==> src/pkg/cmpc_pkg.sv <==
// constants and types for the comparator control logic
`default_nettype none
package cmpc_pkg;
    localparam logic [7:0] ADDR_MODE    = 8'h9d;
    localparam logic [7:0] ADDR_MUX     = 8'h9f;
    localparam logic [7:0] ADDR_CTRL    = 8'h9b;
    localparam logic [7:0] ADDR_ISTAT   = 8'h9a;
    localparam logic [7:0] ADDR_IMASK   = 8'h99;
    localparam logic [1:0] MODE_RESET   = 2'h2;
    localparam logic [7:0] MUX_RESET    = 8'h00;
    localparam logic [7:0] CTRL_RESET   = 8'h00;
    localparam int         CTRL_EN_BIT  = 7;
    localparam int         CTRL_OUT_BIT = 6;
    localparam int         HYP_LSB      = 2;
    localparam int         HYN_LSB      = 0;
    localparam int         MUXN_LSB     = 4;
    localparam int         MUXP_LSB     = 0;
    localparam int         IRQ_RISE_BIT = 0;
    localparam int         IRQ_FALL_BIT = 1;
    localparam int         SYNC_STAGES  = 2;
    typedef enum logic [1:0] {
        CMPC_HYS_OFF,
        CMPC_HYS_5MV,
        CMPC_HYS_10MV,
        CMPC_HYS_20MV
    } cmpc_hys_t;
endpackage
`default_nettype wire

==> src/pkg/cmpc_sync_if.sv <==
// comparator result crossing into the system clock domain
`timescale 1ns/1ns
`default_nettype none
interface cmpc_sync_if;
    logic raw;
    logic synced;
    logic rise;
    logic fall;
    modport core (output raw, input synced, input rise, input fall);
    modport sync (input raw, output synced, output rise, output fall);
endinterface
`default_nettype wire

==> src/cmpc_sync.sv <==
// two-stage synchroniser with edge detection on the settled level
`timescale 1ns/1ns
`default_nettype none
module cmpc_sync (
    input  wire logic mclk,
    input  wire logic resetn,
    cmpc_sync_if.sync s
);
    logic meta_r;
    logic stab_r;
    logic prev_r;
    always_ff @(posedge mclk) begin
        if (!resetn) begin
            meta_r <= 1'b0;
            stab_r <= 1'b0;
            prev_r <= 1'b0;
        end else begin
            meta_r <= s.raw;
            stab_r <= meta_r;
            prev_r <= stab_r;
        end
    end
    assign s.synced = stab_r;
    assign s.rise   = stab_r & ~prev_r;
    assign s.fall   = ~stab_r & prev_r;
endmodule
`default_nettype wire

==> src/cmpc_sticky.sv <==
// sticky event flag, set wins over a write-one clear
`timescale 1ns/1ns
`default_nettype none
module cmpc_sticky (
    input  wire logic mclk,
    input  wire logic resetn,
    input  wire logic set,
    input  wire logic clr,
    output logic      flag
);
    always_ff @(posedge mclk) begin
        if (!resetn) begin
            flag <= 1'b0;
        end else if (set) begin
            flag <= 1'b1;
        end else if (clr) begin
            flag <= 1'b0;
        end
    end
endmodule
`default_nettype wire

==> src/cmpc_top.sv <==
// comparator control: registers, input mux, hysteresis codes, output routing, interrupt
`timescale 1ns/1ns
`default_nettype none
// Overview of operation
// - the comparator result is offered as a pollable status bit, an interrupt source and a port pin signal.
// - the pin signal is selectable as the raw asynchronous result or a clock-synchronised copy, the raw path being pure logic.
// - while the comparator is disabled the pin signal is forced low.
// - bits 1-0 of the mode register pick one of four response settings, reset to code 2, upper bits read zero.
// - the low four bits of the control register hold separate negative and positive hysteresis fields.
// - the negative hysteresis field chooses off, 5, 10 or 20 mV and goes to the analog block as a code.
// - the positive hysteresis field offers the same choices independently.
// - mux bits 5-4 pick port bit 1,3,5 or 7 as negative input and bits 1-0 pick 0,2,4 or 6 as positive input.
module cmpc_top (
    input  wire logic       mclk,
    input  wire logic       resetn,
    input  wire logic [7:0] reg_addr,
    input  wire logic [7:0] reg_wdata,
    input  wire logic       reg_wr,
    input  wire logic       reg_rd,
    output logic      [7:0] reg_rdata,
    input  wire logic       cmp_result,
    output logic            cmp_enable,
    output logic      [1:0] response_mode,
    output logic      [1:0] hys_neg_code,
    output logic      [1:0] hys_pos_code,
    output logic      [2:0] neg_input_pin,
    output logic      [2:0] pos_input_pin,
    output logic            pin_out,
    output logic            irq
);
    logic [1:0] mode_r;
    logic [7:0] mux_r;
    logic [7:0] ctrl_r;
    logic [1:0] mask_r;
    logic [7:0] rdata_r;
    logic [1:0] stat;

    cmpc_sync_if sif ();

    wire wr_mode  = reg_wr && (reg_addr == cmpc_pkg::ADDR_MODE);
    wire wr_mux   = reg_wr && (reg_addr == cmpc_pkg::ADDR_MUX);
    wire wr_ctrl  = reg_wr && (reg_addr == cmpc_pkg::ADDR_CTRL);
    wire wr_stat  = reg_wr && (reg_addr == cmpc_pkg::ADDR_ISTAT);
    wire wr_mask  = reg_wr && (reg_addr == cmpc_pkg::ADDR_IMASK);
    wire en       = ctrl_r[cmpc_pkg::CTRL_EN_BIT];
    wire sync_sel = ctrl_r[cmpc_pkg::CTRL_OUT_BIT];

    // gating the raw input while disabled keeps stale edges out of the flags
    assign sif.raw = cmp_result & en;

    cmpc_sync u_sync (
        .mclk   (mclk),
        .resetn (resetn),
        .s      (sif)
    );

    cmpc_sticky u_rise (
        .mclk   (mclk),
        .resetn (resetn),
        .set    (sif.rise),
        .clr    (wr_stat && reg_wdata[cmpc_pkg::IRQ_RISE_BIT]),
        .flag   (stat[cmpc_pkg::IRQ_RISE_BIT])
    );

    cmpc_sticky u_fall (
        .mclk   (mclk),
        .resetn (resetn),
        .set    (sif.fall),
        .clr    (wr_stat && reg_wdata[cmpc_pkg::IRQ_FALL_BIT]),
        .flag   (stat[cmpc_pkg::IRQ_FALL_BIT])
    );

    always_ff @(posedge mclk) begin
        if (!resetn) begin
            mode_r <= cmpc_pkg::MODE_RESET;
            mux_r  <= cmpc_pkg::MUX_RESET;
            ctrl_r <= cmpc_pkg::CTRL_RESET;
            mask_r <= 2'h0;
        end else begin
            if (wr_mode) mode_r <= reg_wdata[1:0];
            if (wr_mux)  mux_r  <= reg_wdata & 8'h33;
            if (wr_ctrl) ctrl_r <= reg_wdata & 8'hcf;
            if (wr_mask) mask_r <= reg_wdata[1:0];
        end
    end

    // control register: enable, output select, live result (read-only), hysteresis
    wire [7:0] ctrl_view = {ctrl_r[7:6], sif.synced, 1'b0, ctrl_r[3:0]};

    logic [7:0] rd_mux;
    always_comb begin
        case (reg_addr)
            cmpc_pkg::ADDR_MODE:  rd_mux = {6'h00, mode_r};
            cmpc_pkg::ADDR_MUX:   rd_mux = mux_r;
            cmpc_pkg::ADDR_CTRL:  rd_mux = ctrl_view;
            cmpc_pkg::ADDR_ISTAT: rd_mux = {6'h00, stat};
            cmpc_pkg::ADDR_IMASK: rd_mux = {6'h00, mask_r};
            default:              rd_mux = 8'h00;
        endcase
    end

    always_ff @(posedge mclk) begin
        if (!resetn) begin
            rdata_r <= 8'h00;
        end else begin
            rdata_r <= reg_rd ? rd_mux : 8'h00;
        end
    end
    assign reg_rdata = rdata_r;

    assign cmp_enable    = en;
    assign response_mode = mode_r;
    assign hys_neg_code  = ctrl_r[cmpc_pkg::HYN_LSB +: 2];
    assign hys_pos_code  = ctrl_r[cmpc_pkg::HYP_LSB +: 2];
    // port bit number: negative picks odd pins, positive even pins
    assign neg_input_pin = {mux_r[cmpc_pkg::MUXN_LSB +: 2], 1'b1};
    assign pos_input_pin = {mux_r[cmpc_pkg::MUXP_LSB +: 2], 1'b0};
    // raw path has no flop so it keeps working with the clock stopped
    assign pin_out = en & (sync_sel ? sif.synced : cmp_result);
    assign irq     = |(stat & mask_r);
endmodule
`default_nettype wire

==> config.mk <==
export PLATFORM = sky130hd
export DESIGN_NAME = cmpc_top
export DESIGN_NICKNAME = d
export VERILOG_FILES = /design/src/pkg/cmpc_pkg.sv /design/src/pkg/cmpc_sync_if.sv /design/src/cmpc_sync.sv /design/src/cmpc_sticky.sv /design/src/cmpc_top.sv
export SDC_FILE = /design/constraint.sdc
export NUM_CORES = 1
export LEC_CHECK = 0
export BUFFER_PORTS_ARGS = -buffer_cell sky130_fd_sc_hd__buf_2
export CAP_MARGIN = 5
export CORE_MARGIN = 1.5
export CORE_UTILIZATION = 52
export DETAILED_ROUTE_END_ITERATION = 10
export PLACE_DENSITY = 0.87
export SLEW_MARGIN = 0
export SYNTH_ARGS = -nofsm -noshare
export SYNTH_HDL_FRONTEND = slang
export SYNTH_SLANG_ARGS = --single-unit
export TNS_END_PERCENT = 20
==> constraint.sdc <==
create_clock -name mclk -period 2.1 [get_ports mclk]
set_input_delay 0.105 -clock mclk [delete_from_list [all_inputs] [get_ports mclk]]
set_output_delay 0.105 -clock mclk [all_outputs]
set_load 0.01 [all_outputs]
# After elaboration in Yosys (flattened, before gate mapping)
# Cells that the tools add are included.
[totals] ram_bits=0 rom_bits=0 memories=0 reg_bits=27 latchBits=0 in_bits=21 out_inout_bits=23 elab_cells=39
[classes] n_reduce_logical=11 multipliers=0 shift=0 eq_ne=5 muxes=6 bitwise=7 n_addsub=0 order_cmp=0 div=0
[ops] op="$eq A8 B8 Y1 const B" count=5
[ops] op="$pmux W8 S5" count=1
[ops] op="$logic_and A1 B1 Y1" count=7
[ops] op="$mux W1" count=5
[ops] op="$and A1 B1 Y1" count=4
[ops] op="$reduce_bool A2 Y1" count=2
[ops] op="$and A2 B2 Y2" count=1
[ops] op="$not A1 Y1" count=2
[ops] op="$reduce_and A2 Y1" count=1
[ops] op="$reduce_or A2 Y1" count=1

# Longest topological paths before layout
# Gate-level depths: netlist (run 1).
[depth] word_depth=5 depth_mapped=6

# Cells and area by module
# Synthesis (run 1) repeated with hierarchy kept, for this count alone.
[unflattened] hier_cells=127 area_unflattened_um2=1258.7
[by_module_without_submodules] mod="cmpc_top" area_per_inst_um2=1084.8 cells_each=113 seq_area_each_um2=440.4 n_inst=1
[by_module_without_submodules] mod="cmpc_sync" area_per_inst_um2=91.3 cells_each=8 seq_area_each_um2=60.1 n_inst=1
[by_module_without_submodules] mod="cmpc_sticky" area_per_inst_um2=41.3 cells_each=3 seq_area_each_um2=20.0 n_inst=2

# Worst setup path after synthesis (run 1)
# No wires, ideal clock.
[synth_path] kind="input -> register" startpoint="input reg_addr[0]" endpoint="register mode_r[1], in the netlist response_mode[1]" setup_slack_ns=1.074 arrival_time_ns=0.907 required_time_ns=1.981 path_stages=5 setup_time_ns=0.119 path_buffers=1 cell_sequence="buf_4 nor2b_4 nor4b_4 mux2i_1 nand2_1"
[synth_via] elab_chain_cells=2
[synth_rtl] item="from (decl)" line="cmpc_top.sv:16" rtl="input wire logic [7:0] reg_addr,"
[synth_rtl] item="$eq A8 B8 Y1" line="cmpc_top.sv:40" rtl="wire wr_mode = reg_wr && (reg_addr == cmpc_pkg::ADDR_MODE);"
[synth_rtl] item="$logic_and A1 B1 Y1" line="cmpc_top.sv:40"
[synth_rtl] item="to (signal assigned)" line="cmpc_top.sv:75" rtl="mode_r <= cmpc_pkg::MODE_RESET;"
[synth_rtl] item="to (signal assigned)" line="cmpc_top.sv:80" rtl="if (wr_mode) mode_r <= reg_wdata[1:0];"
[synth_rtl] item="to (decl)" line="cmpc_top.sv:31" rtl="logic [1:0] mode_r;"
# Every way passes these cells.
# A chain may end at the register's enable or synchronous reset.

# Worst setup path after layout (run 1)
[layout_path] startpoint="register ctrl_r[6]" endpoint="output pin_out"
[layout_via] elab_chain_cells=2
[layout_rtl] item="from (decl)" line="cmpc_top.sv:33" rtl="logic [7:0] ctrl_r;"
[layout_rtl] item="from (signal assigned)" line="cmpc_top.sv:77" rtl="ctrl_r <= cmpc_pkg::CTRL_RESET;"
[layout_rtl] item="from (signal assigned)" line="cmpc_top.sv:82" rtl="if (wr_ctrl) ctrl_r <= reg_wdata & 8'hcf;"
[layout_rtl] item="$mux W1" line="cmpc_top.sv:119" rtl="assign pin_out = en & (sync_sel ? sif.synced : cmp_result);"
[layout_rtl] item="$and A1 B1 Y1" line="cmpc_top.sv:119"
[layout_rtl] item="to (decl)" line="cmpc_top.sv:28" rtl="output logic pin_out,"
# Every way passes these cells.

==> out/metrics.yaml, run 1 <==
clock_network:
  tritoncts_num_sinks: 27
  post_cts_resized: 0
  worstSkewPairLatency_ps: 320
  cts_tree: "yes"
  h-tree-depth: 1
  cts_buffers: 3
  postCtsSetupBuffers: 0
  cts_max_path_buffers: 2
  clk_pin_slew_ps: 150
  cts.root.buffer_cell: "clkbuf_4"
synthesis:
  synth-edff-count: 0
  async_flop_share_pct: 0
  yosysTopAreaCell: "dfxtp_1"
  synthCells: 134
  yosysSeqAreaShare_pct: 42.9
  synthDominantCellAreaShare_pct: 42.9
  synth_nets: 155
  yosys.area_share.adder_pct: 0
  synth_top_family_by_area: "simple AND/OR/NAND/NOR gates"
  ys.warnings.count: 0
  synthFlopType: "dfxtp_1"
  yosys-top-cells-area: "dfxtp_1 (43%), nand2_1 (6.5%), buf_4 (5.4%), nand3_1 (5.2%), o21ai_0 (4.4%)"
  synth_compound_area_share_pct: 10.2
  synthSimpleGateAreaFrac_pct: 30.6
  synthXorXnorAreaFrac_pct: 0
  synth_cell_type_count: 34
  synth_area_um2: 1260
  synth_seq_cells: 27
  avgSynthCellArea_um2: 9.41
  synthMuxAreaShare_pct: 7.54
grt:
  gr-usage-met3_pct: 2.29
  grt_util_met1_pct: 25.4
  grt_util_all_layers_pct: 20.1
  grt_busiest_layer: "met2"
  antenna_found_initial: 0
  grt_pass1_vias: 973
  grt_max_degree: 37
  grtUsageMet2_pct: 34.4
  grt_overflow: 0
  grt_pass1_wl_um: 4150
power_and_ir_drop:
  peakVddDrop_mv: 0.436
  powerDensity_nw_per_um2: 544
  power_mw: 0.814
  leakagePower_nw: 0.649
timing:
  fin_crit_ps: 1200
  clock_skew_ps: 7.74
  setup_viol: 0
  setup_tns_ps: 0
  slew_headroom_pct: 62.8
  fmax_ghz: 0.836
  slew_viol_final: 0
  worst_pin_slew_ps: 559
  hold_viol: 0
  rsz0062_at_grt: "no"
  post-route-period-util_pct: 57.0
setup_path:
  crit_required_ps: 2000
  worst_setup_path_end_kind: "primary output"
  critical_path_class: "register to primary output"
  crit_arrival_ps: 1090
  start_kind: "register"
  cp_max_fo: 3
routing:
  ant_nets: 0
  vias_per_cell: 5.23
  drt_iter0_drc: 40
  drcViolationCount: 0
  wl_per_cell_um: 12.6
  routed-via-count: 1041
  wirelength_um: 2500
  first_pass_iters: 4
floorplanning:
  design.core.area_um2: 2250
  dieArea_um2: 2730
  die-height_um: 52.3
  die_w_um: 52.3
  io_pins: 44
  rows: 17
  start_util_pct: 55.9
final_layout:
  final_cell_mix: "buf_2 (41), dfxtp_1 (27), nand2_1 (22)"
  final_util_pct: 66.3
  nFillCells: 193
  final_common_cell: "buf_2"
  nets: 193
  layout.area.seq_um2: 541
  drive_gt1_share_pct: 33.3
  flow.area_growth_from_synthesis_pct: 18.6
  diodes: 0
  fin_area_um2: 1500
  multi_input_area_um2: 617
status:
  status: "complete, no violations"
flow_run:
  cap_violations: 0
place:
  place_congestion: 0.975
  placed_area_um2: 1410
  hpwl_um: 1880
  port_buffers: 41
worst_hold_path:
  hp-class: "input pin to register"
-- cell type report --
cell class	count	area share [%]
multi-input combinational	91	41.3
sequential	27	36.2
timing repair buffer	47	17.7
tap	28	2.34
clock buffer	3	1.51
clock inverter	1	0.502
inverter	2	0.502
-- cell families (layout without fill, tap and decap cells) --
logic type	Yosys count	count (layout)
AND/OR/NAND/NOR	60	60
flip-flops	27	27
AO/OA/AOI/OAI	20	20
buffers and inverters	16	53
multiplexers	9	9
other	2	2
-- layer usage --
layer  up-vias  part of all wire [%]  wire, um
met1       467                    46      1140
li1        530                     -         -
met4         0                   1.6        40
met3         6                   5.4       136
met2        38                    47      1180
met5         -                     0         0
-- cell usage after synthesis, types with 2 or more instances --
cell type	instances
dfxtp_1	27
mux2_2	4
and2_1	6
conb_1	2
buf_4	9
o2111ai_1	2
inv_1	2
o21ai_0	11
nor2b_1	2
nand2_1	22
nor2_1	5
and3_1	2
nand3_1	13
buf_2	2
mux2i_1	5
clkbuf_1	2
-- stage by stage --
step           std cells  setup slack (ps)  hold WS (ps)
2_1_floorplan        134              1070           233
3_3_place_gp         189               890           319
3_5_place_dp         189               830           328
4_1_cts              199               894          4.01
5_1_grt              199               818          13.0
6_report             199               903          15.3
-- path summary, 6_finish.rpt --
check	slack [ps]	from	cells past startpoint	end
worst max register to register	1030	ctrl_r[0]$_SDFFE_PN0P_	3	reg_rdata[0]$_SDFF_PN0_
worst min register to register	450	u_sync.meta_r$_SDFF_PN0_	1	u_sync.s.synced$_SDFF_PN0_
worst max-delay path	900	ctrl_r[6]$_SDFFE_PN0P_	3	pin_out
worst min-delay path	20	cmp_result	2	u_sync.meta_r$_SDFF_PN0_
-- critical path: stages, from the launching register on --
cell and delay, ps:
dfxtp_1 390, mux2i_1 190, nor2b_1 60, buf_2 130
-- power by group --
| part | internal [mW] | leakage (nW) | switching (mW) |
|---|---|---|---|
| Sequential | 0.513 | 0.217 | 0.000276 |
| Clock | 0.0727 | 0.0139 | 0.150 |
| Combinational | 0.0343 | 0.418 | 0.0435 |
| Total | 0.620 | 0.649 | 0.194 |
-- timing repair --
| action | 4_1_cts | 5_1_grt |
|---|---|---|
| endpoints found under the hold margin | 6 | 0 |
| hold buffers | 6 | 0 |
| endpoints found under the setup margin | 0 | 0 |
-- registers in the layout, indices dropped and copies added, names as in the netlist --
register	count
response_mode	2
mask_r	2
u_sync.prev_r	1
reg_rdata	8
ctrl_r	6
mux_r	4
u_rise.flag	1
u_sync.s.synced	1
u_fall.flag	1
u_sync.meta_r	1
Power figures use the tool's default switching activity.
==> run 2: changes to the inputs <==
- CORE_UTILIZATION: 52 -> 44
- PLACE_DENSITY: 0.87 -> 0.79
- clock period: 2.1 -> 1 ns (I/O delays scaled with it)
==> run 2 against run 1 <==
  * The flow now finishes with violations (setup timing)
  * Sequential power increased by 110%
  * Final cell count increased by 9.5%
  * Core utilization decreased by 6.0 points
  * Critical endpoint is now irq
  * Largest power group unchanged
  * Highest routed layer unchanged
==> out/metrics.yaml, run 2 (same netlist as run 1, synthesis figures left out) <==
grt:
  grt_pass1_wl_um: 4690  # was 4150 um
  grt_pass1_vias: 1121  # was 973
  grt_overflow: 0  # unchanged
  grt_max_degree: 19  # was 37
  grt_util_all_layers_pct: 18.5  # was 20.1%
  antenna_found_initial: 0  # unchanged
timing:
  fin_crit_ps: 1140
  clock_skew_ps: 1.19  # was 7.74 ps
  whs_ps: 33.9  # was 15.3 ps
  setup_tns_ps: -238  # was 0 ps
  hold_viol: 0  # unchanged
  fmax_ghz: 0.877
  slew_viol_final: 0  # unchanged
  post-route-period-util_pct: 114
  rsz0062_at_grt: "yes"  # was no
  setup_viol: 2  # was 0
  timing.final.ws_setup_ps: -140  # was 903 ps
clock_network:
  cts_buffers: 3  # unchanged
  h-tree-depth: 1  # unchanged
  cts_tree: "yes"  # unchanged
  worstSkewPairLatency_ps: 310  # was 320 ps
  cts.root.buffer_cell: "clkbuf_4"  # unchanged
  tritoncts_num_sinks: 27  # unchanged
  postCtsSetupBuffers: 0  # unchanged
  cts_max_path_buffers: 2  # unchanged
  clk_pin_slew_ps: 140  # was 150 ps
setup_path:
  reg2reg_to: "reg_rdata[0]$_SDFF_PN0_"  # unchanged
  worst_r2r_startpoint: "ctrl_r[0]$_SDFFE_PN0P_"  # unchanged
  worst_setup_path_end_kind: "primary output"  # unchanged
  r2r_cells: 3  # unchanged
  cp-startpoint: "u_fall.flag$_SDFFE_PN0P_"  # was ctrl_r[6]$_SDFFE_PN0P_
  crit_arrival_ps: 1090  # about the same
  cp_max_fo: 2  # was 3
  crit_required_ps: 950  # was 2000 ps
  rrSetupSlack_ps: 0  # was 1030 ps
  start_kind: "register"  # unchanged
  critical_path_class: "register to primary output"  # unchanged
  endpoint: "irq"  # was pin_out
routing:
  wirelength_um: 2760  # was 2500 um
  drcViolationCount: 0  # unchanged
  routed-via-count: 1101  # was 1041
  ant_nets: 0  # unchanged
  wl_per_cell_um: 12.7  # was 12.6 um
  first_pass_iters: 5  # was 4
  vias_per_cell: 5.05  # was 5.23
  drt_iter0_drc: 24  # was 40
final_layout:
  fin_area_um2: 1650  # was 1500 um^2
  largest_reg_flops: 8  # unchanged
  drive_gt1_share_pct: 41.7  # was 33.3%
  diodes: 0  # unchanged
  flow.area_growth_from_synthesis_pct: 30.7  # was 18.6%
  nets: 209  # was 193
  final_cell_mix: "buf_2 (39), nand2_1 (22), dfxtp_1 (22)"  # was buf_2 (41), dfxtp_1 (27), nand2_1 (22)
  multi_input_area_um2: 623  # was 617 um^2
  final_util_pct: 60.3  # was 66.3%
  layout.area.seq_um2: 547  # was 541 um^2
  nFillCells: 231  # was 193
  final_common_cell: "buf_2"  # unchanged
floorplanning:
  dieArea_um2: 3200  # was 2730 um^2
  rows: 19  # was 17
  die_w_um: 56.5  # was 52.3 um
  io_pins: 44  # unchanged
  start_util_pct: 46.1  # was 55.9%
  design.core.area_um2: 2730  # was 2250 um^2
  die-height_um: 56.5  # was 52.3 um
worst_hold_path:
  hp-class: "input pin to register"  # unchanged
power_and_ir_drop:
  power_mw: 1.73  # was 0.814 mW
  leakagePower_nw: 0.743  # was 0.649 nW
  powerDensity_nw_per_um2: 1050  # was 544 nW/um^2
  peakVddDrop_mv: 0.886  # was 0.436 mV
place:
  place_congestion: 0.929  # was 0.975
  port_buffers: 41  # unchanged
  placed_area_um2: 1520  # was 1410 um^2
  hpwl_um: 2170  # was 1880 um
flow_run:
  cap_violations: 0  # unchanged
status:
  violations: "setup timing"
  status: "complete, but fails checks"  # was complete, no violations
run 2: metal layers:
metal / vias to the layer above / GRT usage [%] / share of wire, %
li1: 559 / - / -
met1: 518 / 21.6 / 43
met2: 22 / 34.2 / 53
met3: 2 / 2.53 / 3.0
met4: 0 / 5.78 / 0.69
met5: - / 0 / 0
run 2: timing repair:
item | 4_1_cts | 5_1_grt
pin swaps | 1 | 0
endpoints found under the hold margin | 7 | 0
hold buffers | 7 | 0
resized for setup | 5 | 4
setup endpoints to repair | 4 | 6
run 2: critical path, cell delays in order (launching register included):
cell	delay (ps)
dfxtp_2	350
buf_6	110
a22o_1	190
buf_2	130
run 2: how the worst min path moves through the flow:
| stage | endpoint | startpoint | slack (ps) | cells after the start |
|---|---|---|---|---|
| final | reg_rdata[4]$_SDFF_PN0_ | reg_rd | 30 | 3 |
| after global routing | ctrl_r[1]$_SDFFE_PN0P_ | reg_wdata[1] | 30 | 3 |
| after CTS | mask_r[0]$_SDFFE_PN0P_ | reg_wdata[0] | 30 | 3 |
| after detailed placement | ctrl_r[7]$_SDFFE_PN0P_ | reg_wdata[7] | 270 | 3 |
| after global placement | mux_r[4]$_SDFFE_PN0P_ | reg_wdata[4] | 270 | 3 |
| after floorplan | response_mode[1]$_SDFFE_PN1P_ | reg_wdata[1] | 180 | 2 |
run 2: per-stage QoR:
stage / cells / worst slack [ps]
final: 218 / -140
after floorplan: 134 / 28.9
after CTS: 218 / -151
after global placement: 207 / -75.6
after global routing: 218 / -187
after detailed placement: 207 / -140
run 2: cell type report:
type	count	share of cell area [%]
clock inverters	1	0.304
clock buffers	3	1.37
multi-input cells	91	37.8
inverters	2	0.456
well taps	31	2.35
repair buffers	63	24.5
flip-flops and latches	27	33.2
run 2: power by group:
part           leakage, nW  total, mW  internal, mW  switching [mW]
clock network       0.0177      0.455         0.149           0.306
logic                0.505      0.196        0.0931           0.102
registers            0.220       1.08          1.08        0.000570
total                0.743       1.73          1.32           0.409
==> run 3: changes to the inputs <==
- CELL_PAD_IN_SITES_DETAIL_PLACEMENT: not set -> 1
- CELL_PAD_IN_SITES_GLOBAL_PLACEMENT: not set -> 2
- CORE_UTILIZATION: 44 -> 25
- PLACE_DENSITY: 0.79 -> 0.77
==> run 3 against run 2 <==
  * The flow still finishes with violations (setup timing)
  * Routed wire length rose by 21%
  * Worst hold slack barely moved
  * Register-to-register slack got worse by 20 ps
  * Largest power group unchanged
  * First-iteration DRC count rose by 110%
  * Flip-flop and latch count did not move
  * Sequential power barely moved
==> out/metrics.yaml, run 3 (same netlist as run 1, synthesis figures left out) <==
routing:
  vias_per_cell: 4.39  # was 5.05
  wl_per_cell_um: 13.2  # was 12.7 um
  first_pass_iters: 4  # was 5
  ant_nets: 0  # unchanged
  drt_iter0_drc: 50  # was 24
  drcViolationCount: 0  # unchanged
  wirelength_um: 3360  # was 2760 um
  routed-via-count: 1120  # was 1101
setup_path:
  cp_max_fo: 2  # unchanged
  cp_cell_sequence: "buf_6, a22o_1, buf_2"  # unchanged
  r2r_cells: 3  # unchanged
  critical_path_class: "register to primary output"  # unchanged
  start_kind: "register"  # unchanged
  crit_family: "flip-flops"  # unchanged
  reg2reg_to: "reg_rdata[0]$_SDFF_PN0_"  # unchanged
  worst_r2r_startpoint: "ctrl_r[0]$_SDFFE_PN0P_"  # unchanged
  path_buf_inv: 2  # unchanged
  crit_required_ps: 950  # about the same
  critPathMaxStageDelay_ps: 340  # was 350 ps
  worst_setup_path_end_kind: "primary output"  # unchanged
  rrSetupSlack_ps: -20  # was 0 ps
  crit_arrival_ps: 1060  # was 1090 ps
  cp_slowest_cell: "dfxtp_2"  # unchanged
clock_network:
  h-tree-depth: 1  # unchanged
  postCtsSetupBuffers: 0  # unchanged
  worstSkewPairLatency_ps: 270  # was 310 ps
  tritoncts_num_sinks: 27  # unchanged
  cts_buffers: 3  # unchanged
  clk_pin_slew_ps: 100  # was 140 ps
  cts_tree: "yes"  # unchanged
  cts.root.buffer_cell: "clkbuf_8"  # was clkbuf_4
  cts_max_path_buffers: 2  # unchanged
grt:
  grt_pass1_wl_um: 5910  # was 4690 um
  grt_util_all_layers_pct: 13.8  # was 18.5%
  grt_pass1_vias: 1191  # was 1121
  grt_overflow: 0  # unchanged
  antenna_found_initial: 0  # unchanged
  grt_max_degree: 18  # was 19
timing:
  timing.final.ws_setup_ps: -107  # was -140 ps
  hold_viol: 0  # unchanged
  setup_viol: 4  # was 2
  rsz0062_at_grt: "yes"  # unchanged
  fin_crit_ps: 1110  # was 1140 ps
  post-route-period-util_pct: 111  # was 114%
  fmax_ghz: 0.903  # was 0.877 GHz
  setup_tns_ps: -209  # was -238 ps
  slew_viol_final: 0  # unchanged
  clock_skew_ps: 3.98  # was 1.19 ps
status:
  status: "complete, but fails checks"  # unchanged
  violations: "setup timing"  # unchanged
final_layout:
  fin_cells: 255  # was 218
  flow.area_growth_from_synthesis_pct: 35.3  # was 30.7%
  largest_reg_flops: 8  # unchanged
  drive_gt1_share_pct: 42.0  # was 41.7%
  nFillCells: 574  # was 231
  fin_area_um2: 1710  # was 1650 um^2
  multi_input_area_um2: 623  # unchanged
  final_cell_mix: "buf_2 (41), dfxtp_1 (23), nand2_1 (22)"  # was buf_2 (39), nand2_1 (22), dfxtp_1 (22)
  final_common_cell: "buf_2"  # unchanged
  nets: 210  # was 209
  diodes: 0  # unchanged
  layout.area.seq_um2: 546  # was 547 um^2
worst_hold_path:
  hp-class: "input pin to register"  # unchanged
  hold_end: "u_sync.meta_r$_SDFF_PN0_"  # was reg_rdata[4]$_SDFF_PN0_
  whs_path_depth: 2  # was 3
  hold_path.startpoint: "cmp_result"  # was reg_rd
flow_run:
  cap_violations: 0  # unchanged
place:
  dp_slack_ps: -148  # was -140 ps
  hpwl_um: 2680  # was 2170 um
  port_buffers: 41  # unchanged
  place_congestion: 0.750  # was 0.929
  placed_area_um2: 1580  # was 1520 um^2
  dp.cells: 245  # was 207
floorplanning:
  io_pins: 44  # unchanged
  dieArea_um2: 5480  # was 3200 um^2
  die_w_um: 74.0  # was 56.5 um
  start_util_pct: 26.4  # was 46.1%
  rows: 25  # was 19
  design.core.area_um2: 4790  # was 2730 um^2
  die-height_um: 74.0  # was 56.5 um
power_and_ir_drop:
  clockPowerShare_pct: 34.0  # was 26.3%
  pwr-share-comb_pct: 10.5  # was 11.3%
  switching_share_pct: 24.6  # was 23.7%
  leakagePower_nw: 0.755  # was 0.743 nW
  powerDensity_nw_per_um2: 1140  # was 1050 nW/um^2
  peakVddDrop_mv: 0.593  # was 0.886 mV
  pwr-share-seq_pct: 55.5  # was 62.3%
  switching_power_mw: 0.476  # was 0.409 mW
  p_int_mw: 1.46  # was 1.32 mW
  power_mw: 1.94  # was 1.73 mW
==> run 3: layout make-up <==
type | count | share of cell area (%)
sequential | 27 | 32.0
multi-input combinational | 91 | 36.5
clock buffer | 3 | 2.42
clock inverter | 1 | 0.513
tap | 67 | 4.91
timing repair buffer | 64 | 23.2
inverter | 2 | 0.440
==> run 3: per-layer routing <==
| metal | wire, um | track usage (%) |
|---|---|---|
| met5 | 0 | 0 |
| met4 | 14 | 2.47 |
| met3 | 133 | 2.17 |
| met2 | 1730 | 24.3 |
| met1 | 1480 | 18.0 |
==> run 3: how the worst max path moves through the flow <==
stage,startpoint,cells past startpoint,endpoint
final,u_fall.flag$_SDFFE_PN0P_,3,irq
after global routing,u_fall.flag$_SDFFE_PN0P_,3,irq
after CTS,u_fall.flag$_SDFFE_PN0P_,3,irq
after detailed placement,reg_addr[6],5,mask_r[0]$_SDFFE_PN0P_
after global placement,reg_addr[0],5,response_mode[1]$_SDFFE_PN1P_
after floorplan,reg_addr[0],5,response_mode[1]$_SDFFE_PN1P_
==> run 3: power groups by stage <==
stage	clock, mW	combinational [mW]	sequential, mW
5_1_grt	0.750	0.221	1.08
6_report	0.660	0.203	1.08
3_5_place_dp	0	0.182	1.10
3_3_place_gp	0	0.177	1.10
4_1_cts	0.689	0.203	1.08
2_1_floorplan	0	0.102	1.10
==> run 3: through the flow <==
step           utilization, %  hold WS [ps]
6_report                 35.7          33.7
5_1_grt                  35.7          24.8
4_1_cts                  35.7          26.5
3_5_place_dp             33.0           283
3_3_place_gp             33.0           264
2_1_floorplan               -           178
==> run 3: repair_timing <==
action / in CTS / in global routing
hold buffers: 6 / 0
setup endpoints to repair: 4 / 4
pin swaps: 1 / 0
resized for setup: 6 / 0
hold endpoints to repair: 6 / 0
